### src/rtl/ahp_pkg.sv
// Package for the converter's parallel host port: widths, reset values and timing counts.
// Assumes a single 10 MHz system clock and host strobes synchronous to it.
package ahp_pkg;
  localparam int unsigned  DATA_W           = 14;
  localparam int unsigned  NCHAN            = 4;
  localparam int unsigned  SEL_LSB          = 0;
  localparam logic [3:0]   CHAN_SEL_RESET   = 4'h000F;
  localparam int unsigned  CLK_PERIOD_NS    = 100;
  // Conversion time of one channel in nanoseconds, rounded up to whole clock cycles below.
  localparam int unsigned  CONV_TIME_NS     = 2500;
  localparam int unsigned  CONV_CYCLES      = (CONV_TIME_NS + CLK_PERIOD_NS - 1) / CLK_PERIOD_NS;
  // Width of the end-of-conversion low pulse.
  localparam int unsigned  EOC_PULSE_CYCLES = 1;
  localparam int unsigned  CNT_W            = 5;

  typedef enum logic [2:0] {
    AHP_IDLE    = 3'b001,
    AHP_CONVERT = 3'b010,
    AHP_NEXT    = 3'b100
  } ahp_state_t;
endpackage : ahp_pkg

### src/rtl/ahp_host_port.sv
// Parallel host port of a four-channel simultaneous-sampling 14-bit converter.
// Assumes host strobes and conversion start are synchronous to i_clk; results
// arrive from the converter core on i_result and are sampled as each channel ends.
//
// Contract
// Power-save request high means normal operation, low means standby.
// Results are 14-bit two's complement, data line 13 is the MSB.
// Data lines 4 to 13 are three-state outputs, enabled only by reads.
// Data lines 0 to 3 are bidirectional; host drives them only during writes.
// Host writes channel selection on lower data lines under chip select.
// Selection bit 0 maps to channel 1, bit 3 to channel 4.
// End-of-conversion pulses low after each channel conversion completes.
// Selection latched at write strobe rising edge with chip select low, read high.
// Data outputs enabled only while read strobe and chip select are low.
// Busy rises at conversion start rising edge, stays high until sequence done.
// Selection bit one includes its channel in the next sequence, zero excludes.
module ahp_host_port
  import ahp_pkg::*;
(
  input  wire logic              i_clk,
  input  wire logic              i_reset,
  input  wire logic              i_chip_select_n,
  input  wire logic              i_read_n,
  input  wire logic              i_write_n,
  input  wire logic              i_conversion_start_n,
  input  wire logic              i_power_save_request_n,
  input  wire logic [3:0]        i_data_low,
  input  wire logic [DATA_W-1:0] i_result,
  output logic      [DATA_W-1:0] o_data,
  output logic      [DATA_W-1:0] o_data_oe_n,
  output logic                   o_busy,
  output logic                   o_end_of_conversion_n,
  output logic                   o_standby,
  output logic      [1:0]        o_channel
);

  logic [3:0]        channel_selection;
  logic [3:0]        seq_mask;
  logic [DATA_W-1:0] result_hold;
  logic              write_n_d;
  logic              start_n_d;
  logic [CNT_W-1:0]  conv_cnt;
  logic [1:0]        chan;
  logic              eoc_n;
  ahp_state_t        state;
  ahp_state_t        next_state;

  wire read_enable  = ~i_read_n & ~i_chip_select_n;
  wire write_rise   = ~write_n_d & i_write_n;
  wire write_take   = write_rise & ~i_chip_select_n & i_read_n;
  wire start_rise   = ~start_n_d & i_conversion_start_n;
  wire standby      = ~i_power_save_request_n;
  wire conv_done    = (conv_cnt == CNT_W'(CONV_CYCLES - 1));

  // One-hot of the channel now converting, and of it with every lower channel.
  wire [3:0] chan_onehot    = 4'h0001 << chan;
  wire [3:0] chan_and_below = chan_onehot | (chan_onehot - 4'h0001);

  // Channels of the frozen sequence that still wait behind the current one.
  wire [3:0] rest           = seq_mask & ~chan_and_below;
  wire       more_left      = |rest;

  // The index wraps in two bits, but a wrapped step lands on a channel that
  // is already cleared in rest, so it can never be picked by mistake.
  wire [1:0] step_one       = chan + 2'd1;
  wire [1:0] step_two       = chan + 2'd2;
  wire [1:0] step_three     = chan + 2'd3;
  wire       take_one       = rest[step_one];
  wire       take_two       = rest[step_two];
  wire [1:0] next_chan      = take_one ? step_one :
                              take_two ? step_two : step_three;

  // Lowest selected channel converts first when a sequence is launched.
  wire [1:0] first_chan = channel_selection[0] ? 2'd0 :
                          channel_selection[1] ? 2'd1 :
                          channel_selection[2] ? 2'd2 : 2'd3;

  // Standby blocks new sequences; a started one is allowed to finish.
  assign o_standby   = standby;
  assign o_data_oe_n = {DATA_W{~read_enable}};
  assign o_data      = result_hold;
  assign o_busy      = (state != AHP_IDLE);
  assign o_end_of_conversion_n = eoc_n;
  assign o_channel   = chan;

  always_ff @(posedge i_clk or posedge i_reset) begin
    if (i_reset) begin
      write_n_d <= 1'b1;
      start_n_d <= 1'b1;
    end else begin
      write_n_d <= i_write_n;
      start_n_d <= i_conversion_start_n;
    end
  end

  // Lower data lines map bit n to channel n+1.
  always_ff @(posedge i_clk or posedge i_reset) begin
    if (i_reset) begin
      channel_selection <= CHAN_SEL_RESET;
    end else if (write_take) begin
      channel_selection <= i_data_low;
    end
  end

  always_comb begin
    next_state = state;
    unique case (state)
      AHP_IDLE: begin
        if (start_rise && !standby && (|channel_selection)) begin
          next_state = AHP_CONVERT;
        end
      end
      AHP_CONVERT: begin
        if (conv_done) begin
          next_state = more_left ? AHP_NEXT : AHP_IDLE;
        end
      end
      AHP_NEXT: begin
        next_state = AHP_CONVERT;
      end
      default: begin
        next_state = AHP_IDLE;
      end
    endcase
  end

  always_ff @(posedge i_clk or posedge i_reset) begin
    if (i_reset) begin
      state <= AHP_IDLE;
    end else begin
      state <= next_state;
    end
  end

  // Named phases of the sequencer, shared by the registers below.
  wire seq_launch  = (state == AHP_IDLE) && (next_state == AHP_CONVERT);
  wire in_convert  = (state == AHP_CONVERT);
  wire in_next     = (state == AHP_NEXT);
  wire channel_end = in_convert && conv_done;

  // The selection is frozen at start so later writes affect only the next sequence.
  always_ff @(posedge i_clk or posedge i_reset) begin
    if (i_reset) begin
      seq_mask <= 4'h0000;
    end else if (seq_launch) begin
      seq_mask <= channel_selection;
    end
  end

  // The channel index loads the first selected channel at launch, then moves only in the one-cycle gap between two channels.
  always_ff @(posedge i_clk or posedge i_reset) begin
    if (i_reset) begin
      chan <= 2'd0;
    end else if (seq_launch) begin
      chan <= first_chan;
    end else if (in_next) begin
      chan <= next_chan;
    end
  end

  // Cycle counter of the channel now converting; it restarts for every channel.
  always_ff @(posedge i_clk or posedge i_reset) begin
    if (i_reset) begin
      conv_cnt <= '0;
    end else if (seq_launch) begin
      conv_cnt <= '0;
    end else if (in_convert) begin
      conv_cnt <= conv_done ? '0 : conv_cnt + CNT_W'(1);
    end
  end

  // EOC pulses low for one cycle after each channel.
  always_ff @(posedge i_clk or posedge i_reset) begin
    if (i_reset) begin
      eoc_n <= 1'b1;
    end else begin
      eoc_n <= ~channel_end;
    end
  end

  // The result is taken in the same cycle as the pulse, so a host that reads on
  // the falling EOC edge always sees the channel that has just finished.
  always_ff @(posedge i_clk or posedge i_reset) begin
    if (i_reset) begin
      result_hold <= 14'h0000;
    end else if (channel_end) begin
      result_hold <= i_result;
    end
  end

endmodule : ahp_host_port

### config.mk
export PLATFORM = sky130hd
export DESIGN_NAME = ahp_host_port
export DESIGN_NICKNAME = d
export VERILOG_FILES = /design/src/rtl/ahp_pkg.sv /design/src/rtl/ahp_host_port.sv
export SDC_FILE = /design/constraint.sdc
export NUM_CORES = 1
export LEC_CHECK = 0
export BUFFER_PORTS_ARGS = -buffer_cell sky130_fd_sc_hd__buf_2
export CORE_AREA = 4 4 88 90
export DETAILED_ROUTE_END_ITERATION = 12
export DIE_AREA = 0 0 92 94
export PLACE_DENSITY = 0.45
export SLEW_MARGIN = 30
export SYNTH_ARGS = -nofsm -noshare
export SYNTH_HDL_FRONTEND = slang
export SYNTH_SLANG_ARGS = --single-unit
### constraint.sdc
create_clock -name i_clk -period 2.5 [get_ports i_clk]
set_clock_uncertainty 0.2 [all_clocks]
set_input_delay 0.25 -clock i_clk [delete_from_list [all_inputs] [get_ports i_clk]]
set_output_delay 0.25 -clock i_clk [all_outputs]
set_load 0.02 [all_outputs]
Word level (Yosys, flattened, before mapping):

Cells that the tools add are included.

* eq/ne operators: 6
* muxes and demuxes: 18
* bitwise operators: 15
* shifts and indexed selects: 1
* $lt $le $gt $ge: 2
* reductions and logical operators: 8
* add/sub/neg operators: 5

Operator list (count)
* $mux 5: 3
* $mux 2: 6
* $mux 3: 3
* $pmux 3 s3: 1
* $reduce_or 4->1: 2
* $not 1->1: 7
* $eq 3x2->1 const B: 2
* $lt 2x3->1 const B: 2
* $add 5x1->5 const B: 1
* $and 1x1->1: 5
* $eq 5x5->1 const B: 1
* $add 2x2->2 const B: 2
* $and 4x4->4: 1
* $bmux 1 s2: 2
* $logic_and 1x1->1: 4
* $not 4->4: 1
* $or 4x4->4: 1
* $reduce_bool 2->1: 2
* $shl 1x2->4 const A: 1
* $sub 4x1->4 const B: 1
* $eq 3x1->1 const B: 1
* $eq 3x3->1 const B: 1
* $mux 1: 3
* $ne 3x1->1 const B: 1
* $add 2x1->2 const B: 1

* word-level logic and storage cells: 64
* bits of input ports: 25
* flip-flop bits (word level): 35

Logic depth before layout (Yosys ltp):

Gate-level depths: netlist (run 1).

* word-level depth: 12
* mapped depth: 7

Worst setup path after synthesis (run 1):

No wires, ideal clock.

* kind: register -> register
* from: register state[0]
* to: register chan[1], in the netlist o_channel[1]
* cell stages (with the launch flop): 6
* path buffers: 1
* arrival time: 1.801 ns
* required time: 2.168 ns
* setup slack: 0.368 ns
* period minus slack after synthesis: 2.132 ns
* cells stage by stage: dfstp_2 or3b_4 or4_1 clkbuf_2 o21ai_0 o32ai_2

* longest elaborated chain between the ends: 5
* elaborated cells on any way between the ends: 10
* those cells by class: 4 x eq/ne; 4 x mux; 2 x reduce/logical

Ends and longest elaborated chain
* from (decl): line ahp_host_port.sv:45 `ahp_state_t state;`
* from (signal assigned): line ahp_host_port.sv:131 `state <= next_state;`
* $eq 3x3->1, or another cell as far along: line ahp_host_port.sv:107, ahp_host_port.sv:138
* $pmux 3 s3: line ahp_host_port.sv:107 `unique case (state)`
* $eq 3x2->1: line ahp_host_port.sv:136 `wire seq_launch = (state == AHP_IDLE) && (next_state == AHP_CONVERT);`
* $logic_and 1x1->1: line ahp_host_port.sv:136
* $mux 2 or $reduce_bool 2->1 (tied branches)
* to (signal assigned): line ahp_host_port.sv:155 `chan <= first_chan;`
* to (signal assigned): line ahp_host_port.sv:157 `chan <= next_chan;`
* to (decl): line ahp_host_port.sv:43 `logic [1:0] chan;`

Parallel ways exist; a longest one is shown, timed or not.
A chain may end at the register's enable or synchronous reset.

Final worst setup path (run 1):

Same ends and word-level chain as after synthesis.

==> impl_metrics.py, run 1 <==
metrics = {
    "clocking": {
        "postCtsSetupRepairBufs": 0,
        "clk_latency_ps": 280,
        "clockBufferDepth": 2,
        "numCtsBuffers": 5,
        "cts.clk_slew.worst_paths_ps": 70,
        "post_cts_resized": 0,
        "cts_sinks": 34,
        "cts_tree": "done",
        "cts-root-buf": "clkbuf_8",
        "htree_levels": 2,
        "cts.hold.buffers_added": 21,
    },
    "logic_synthesis": {
        "synth.cell_area_um2": 1680,
        "yosysUniqueCellTypes": 39,
        "postSynthAreaPerCell_um2": 11.4,
        "ys.flop_type": "dfrtp_1",
        "synth.largest_area_cell": "dfrtp_1",
        "synth.top_cell.area_share": 0.387,
        "ys_ff_latch": 34,
        "ys_top_cells_by_count": "dfrtp_1 (26), mux2_2 (17), nand2_1 (16)",
        "synthTopCellsByArea": "dfrtp_1 (39%), dfstp_2 (13%), mux2_2 (11%)",
        "synthArstFlopShare": 1.00,
        "yosysWarnings": 0,
        "yosysSeqAreaShare": 0.512,
        "synth_nets": 177,
        "synth.most_common_cell": "dfrtp_1",
        "synthCells": 147,
        "synth_edf_count": 0,
    },
    "place": {
        "place.gp.congestion": 0.691,
        "port_buffers": 57,
        "hpwl_mm": 2.56,
        "place_inst": 292,
    },
    "route": {
        "vias_per_cell": 4.11,
        "postRouteWirelength_mm": 3.73,
        "drcViolationCount": 0,
        "wl_per_cell_um": 11.6,
        "dr.pass1.iters": 4,
        "num_vias": 1319,
        "drt_iter0_markers": 66,
        "antenna_left": 0,
    },
    "floorplanning": {
        "io_pins": 58,
        "die_x_um": 92,
        "die_h_um": 94,
        "dieArea_um2": 8650,
        "num_rows": 31,
        "start_util": 0.238,
        "core-area_um2": 7060,
    },
    "finish": {
        "area_delta_synth_final_pct": 37.5,
        "antenna_cells": 0,
        "fin_util": 0.328,
        "n_fill_cell": 751,
        "nNetsFinal": 251,
        "final_layout_size_suffix_gt1_frac": 0.450,
        "fin_cells": 321,
    },
    "sta": {
        "finalSetupViolations": 0,
        "rsz0062_at_grt": "no",
        "finalCritPeriodShare": 0.867,
        "finalSetupTns_ps": 0,
        "min_period_ps": 2170,
        "hold_viol_final": 0,
        "slew_violations": 0,
        "timing.slew.headroom": 0.614,
        "tightest_slew_ps": 574,
        "fmax_ghz": 0.461,
    },
    "power": {
        "powerDensity_nw_per_um2": 629,
        "p_leak_nw": 1.14,
        "vdd_drop_max_v": 0.000258,
    },
    "critical_path": {
        "critPathCaptureType": "register",
        "required_ps": 2460,
        "crit_type": "reg2reg",
        "cp_max_fo": 7,
        "start_kind": "register",
        "arrival_ps": 2130,
    },
    "global_routing": {
        "grt_overflow_total": 0,
        "grt.total_usage": 0.0910,
        "antenna_found_initial": 0,
        "grt_max_degree": 35,
        "grt_pass1_wl_mm": 6.27,
        "first_global_vias": 1340,
    },
    "worst_hold_path": {
        "hp-class": "in2reg",
    },
    "run": {
        "cap_violations": 0,
    },
    "run_status": {
        "status": "completed",
    },
}
==> report_power, final <==
part | switching [mW] | internal (mW)
sequential | 0.0611 | 0.616
clock | 0.199 | 0.222
combinational | 0.199 | 0.158
total | 0.459 | 0.996
==> sequential cells by signal, indices dropped and copies added (netlist names) <==
signal and flops:
write_n_d 1, o_end_of_conversion_n 1, conv_cnt 5, o_data 14
o_channel 2, state 3, start_n_d 1, channel_selection 4
seq_mask 3
==> per-layer routing <==
layer,part of all wire,global-route usage,vias up
met2,0.50,0.155,28
li1,-,-,652
met3,0.045,0.0240,4
met4,0.012,0.0371,0
met1,0.44,0.109,635
met5,0,0,-
==> layout by cell type (no fill, tap or decap), types with 2 or more instances in the layout <==
cell type and instances:
buf_2 57, dfrtp_1 26, dlygate4sd3_1 21, mux2_2 17
nand2_1 16, inv_1 10, dfstp_2 8, clkbuf_8 6
o21ai_0 5, nor2_1 5, ha_1 5, a21oi_1 4
buf_4 4, nor2b_1 2, and2_1 2, nand3_1 2
a31oi_1 2, a311oi_1 2, and3_1 2, o22ai_1 2
a21o_1 2
==> per-stage QoR <==
stage | cell area (µm²) | hold WS (ps) | worst slack, ps | power (mW)
final | 2310 | 167 | 332 | 1.45
after global routing | 2310 | 217 | 229 | 1.55
after CTS | 2310 | 163 | 329 | 1.48
after detailed placement | 2010 | 166 | 337 | 1.02
after global placement | 2010 | 166 | 365 | 1.02
after floorplan | 1680 | 54.5 | 368 | 0.923
==> path summary, 6_finish.rpt <==
path / from / endpoint / slack [ps] / cells after the start
worst max-delay path: state[0] / o_channel[1] / 330 / 4
worst min-delay path: i_chip_select_n / channel_selection[1] / 170 / 5
worst max register to register: state[0] / o_channel[1] / 330 / 4
worst min register to register: seq_mask[2] / seq_mask[2] / 280 / 2
max in group asynchronous: i_reset / channel_selection[0] / 1350 / 4
min in group asynchronous: i_reset / o_data[4] / 410 / 4
==> worst max-delay path, stage by stage, from the launching register on <==
cell     delay, ps
dfstp_2        550
or3b_4         400
or4_1          650
o21ai_0        150
o32ai_2        100
==> layout make-up <==
type                    instances  area, µm²  area share
clock inverters                 1       5.00     0.00216
repair buffers                 82        526       0.227
multi-input cells              88        673       0.291
inverters                      10       37.5      0.0162
well taps                      99        124      0.0536
clock buffers                   7       86.3      0.0373
flip-flops and latches         34        861       0.372
==> logic make-up (layout without fill, tap and decap cells) <==
group | after synthesis | count (layout) | synth area share
fa+ha+maj | 5 | 5 | 0.0372
buf+inv | 25 | 100 | 0.0878
simple gates | 40 | 40 | 0.138
flops | 34 | 34 | 0.512
mux | 17 | 17 | 0.114
compound gates | 26 | 26 | 0.112
Note: power is estimated with default switching activity, not from simulation.
==> run 2: changes to the inputs <==
--- a/config.mk
+++ b/config.mk
@@ -6,11 +6,12 @@
 export NUM_CORES = 1
 export LEC_CHECK = 0
 export BUFFER_PORTS_ARGS = -buffer_cell sky130_fd_sc_hd__buf_2
-export CORE_AREA = 4 4 88 90
+export CORE_AREA = 4 4 72 108
 export DETAILED_ROUTE_END_ITERATION = 12
-export DIE_AREA = 0 0 92 94
-export PLACE_DENSITY = 0.45
+export DIE_AREA = 0 0 76 112
+export PLACE_DENSITY = 0.46
 export SLEW_MARGIN = 30
 export SYNTH_ARGS = -nofsm -noshare
 export SYNTH_HDL_FRONTEND = slang
 export SYNTH_SLANG_ARGS = --single-unit
+export TNS_END_PERCENT = 20
==> constraint.sdc (replaced) <==
create_clock -name i_clk -period 2.6 [get_ports i_clk]
set_clock_uncertainty 0.2 [all_clocks]
set_input_delay 0.26 -clock i_clk [delete_from_list [all_inputs] [get_ports i_clk]]
set_output_delay 0.26 -clock i_clk [all_outputs]
set_load 0.02 [all_outputs]
==> run 2 against run 1 <==
Against the previous run:
- power fell by 5.7%
- critical path depth stayed put
- final cell count fell by 10%
- sequential power decreased by 3.4%
- maximum frequency about the same
- critical path type unchanged
- die area is 1.6% lower
- hold slack worse by 160 ps
- utilization is 0.93 points lower
- design area decreased by 6.3%
- global-route usage hardly changed
- combinational power is 9.6% lower
- worst setup slack better by 100 ps
==> impl_metrics.py, run 2 (synthesized netlist as in run 1, its figures left out) <==
metrics = {
    "run_status": {
        "status": "completed",
    },
    "critical_path": {
        "start_kind": "register",
        "r2r_end": "o_channel[1]",
        "required_ps": 2560,
        "critPathCaptureType": "register",
        "crit_family": "simple AND/OR/NAND/NOR gates",
        "cp.buffers_inverters": 0,
        "max_stage_delay_ps": 650,
        "arrival_ps": 2130,
        "r2r_cells": 4,
        "reg2reg_slack_ps": 430,
        "critPathSlowestCell": "or4_1",
        "crit_type": "reg2reg",
        "path_cells": "or3b_4, or4_1, o21ai_0, o32ai_2",
        "r2r-start": "state[0]",
        "cp_max_fo": 7,
    },
    "power": {
        "powerDensity_nw_per_um2": 633,
        "vdd_drop_max_v": 0.000215,
        "power_mw": 1.37,
        "p_leak_nw": 1.09,
    },
    "sta": {
        "tightest_slew_ps": 604,
        "timing.slew.headroom": 0.596,
        "finalCritPeriodShare": 0.833,
        "fmax_ghz": 0.462,
        "finalSetupTns_ps": 0,
        "min_period_ps": 2170,
        "finalWorstSetupSlack_ps": 433,
        "finalSetupViolations": 0,
        "slew_violations": 0,
        "rsz0062_at_grt": "no",
        "hold_viol_final": 0,
    },
    "global_routing": {
        "antenna_found_initial": 0,
        "first_global_vias": 1317,
        "grt_max_degree": 35,
        "grt_pass1_wl_mm": 6.31,
        "grt.total_usage": 0.0910,
        "grt_overflow_total": 0,
    },
    "finish": {
        "final_common_cell": "buf_2",
        "area_delta_synth_final_pct": 28.8,
        "fin_area_um2": 2170,
        "largest_reg_flops": 14,
        "fin_util": 0.318,
        "final_cell_mix": "buf_2 (57), dfrtp_1 (26), mux2_2 (17)",
        "antenna_cells": 0,
        "nNetsFinal": 239,
        "final_layout_size_suffix_gt1_frac": 0.476,
    },
    "route": {
        "vias_per_cell": 4.39,
        "wl_per_cell_um": 12.6,
        "drcViolationCount": 0,
        "drt_iter0_markers": 42,
        "antenna_left": 0,
        "postRouteWirelength_mm": 3.64,
        "dr.pass1.iters": 4,
        "num_vias": 1264,
    },
    "clocking": {
        "post_cts_resized": 0,
        "cts-root-buf": "clkbuf_8",
        "postCtsSetupRepairBufs": 0,
        "htree_levels": 2,
        "clk_latency_ps": 280,
        "numCtsBuffers": 5,
        "cts.hold.buffers_added": 9,
        "cts.clk_slew.worst_paths_ps": 70,
        "cts_sinks": 34,
        "cts_tree": "done",
        "clockBufferDepth": 2,
    },
    "floorplanning": {
        "die_x_um": 76,
        "die_h_um": 112,
        "num_rows": 37,
        "core-area_um2": 6810,
        "start_util": 0.247,
        "io_pins": 58,
        "dieArea_um2": 8510,
    },
    "run": {
        "cap_violations": 0,
    },
    "place": {
        "place.gp.congestion": 0.737,
        "hpwl_mm": 2.79,
        "place_ws_ps": 421,
        "place_area_um2": 1980,
        "port_buffers": 57,
    },
    "worst_hold_path": {
        "hp-class": "in2reg",
        "min_from": "i_data_low[0]",
        "min_to": "channel_selection[0]",
        "min_path_cells": 2,
    },
}
==> run 2: cell count changes in the layout (fill, tap and decap cells not counted), sizes merged <==
cell / change
dlygate4sd3: -12
==> run 2: final cells by class <==
| type | instances | area [µm²] |
|---|---|---|
| fill | 713 | 4640 |
| sequential | 34 | 861 |
| multi-input combinational | 88 | 673 |
| timing repair buffer | 70 | 405 |
| tap | 78 | 97.6 |
| clock buffer | 7 | 86.3 |
| inverter | 10 | 37.5 |
| clock inverter | 1 | 5.00 |
==> run 2: per-stage QoR <==
step,instances,hold slack [ps]
global placement,271,175
floorplan,147,64.5
detailed placement,271,178
global route,288,7.04
finish,288,7.67
CTS,288,0.0238
==> run 2: layer usage <==
metal / GRT usage / vias to the layer above / part of all wire
met5: 0 / - / 0
met4: 0.0523 / 0 / 0.029
met3: 0.0194 / 7 / 0.036
met2: 0.168 / 24 / 0.58
met1: 0.0924 / 608 / 0.35
li1: - / 625 / -
==> run 2: how the worst max path moves through the flow <==
stage | end | start | slack, ps | depth (start not counted)
6_report | o_channel[1] | state[0] | 430 | 4
5_1_grt | o_channel[1] | state[0] | 360 | 4
4_1_cts | o_channel[1] | state[0] | 410 | 4
3_5_place_dp | o_channel[1] | state[0] | 420 | 4
3_3_place_gp | o_channel[1] | state[0] | 450 | 4
2_1_floorplan | o_channel[1] | state[0] | 470 | 5
==> run 2: power by group <==
group	switching, mW	internal [mW]
Combinational	0.183	0.140
Sequential	0.0616	0.593
Clock	0.182	0.214
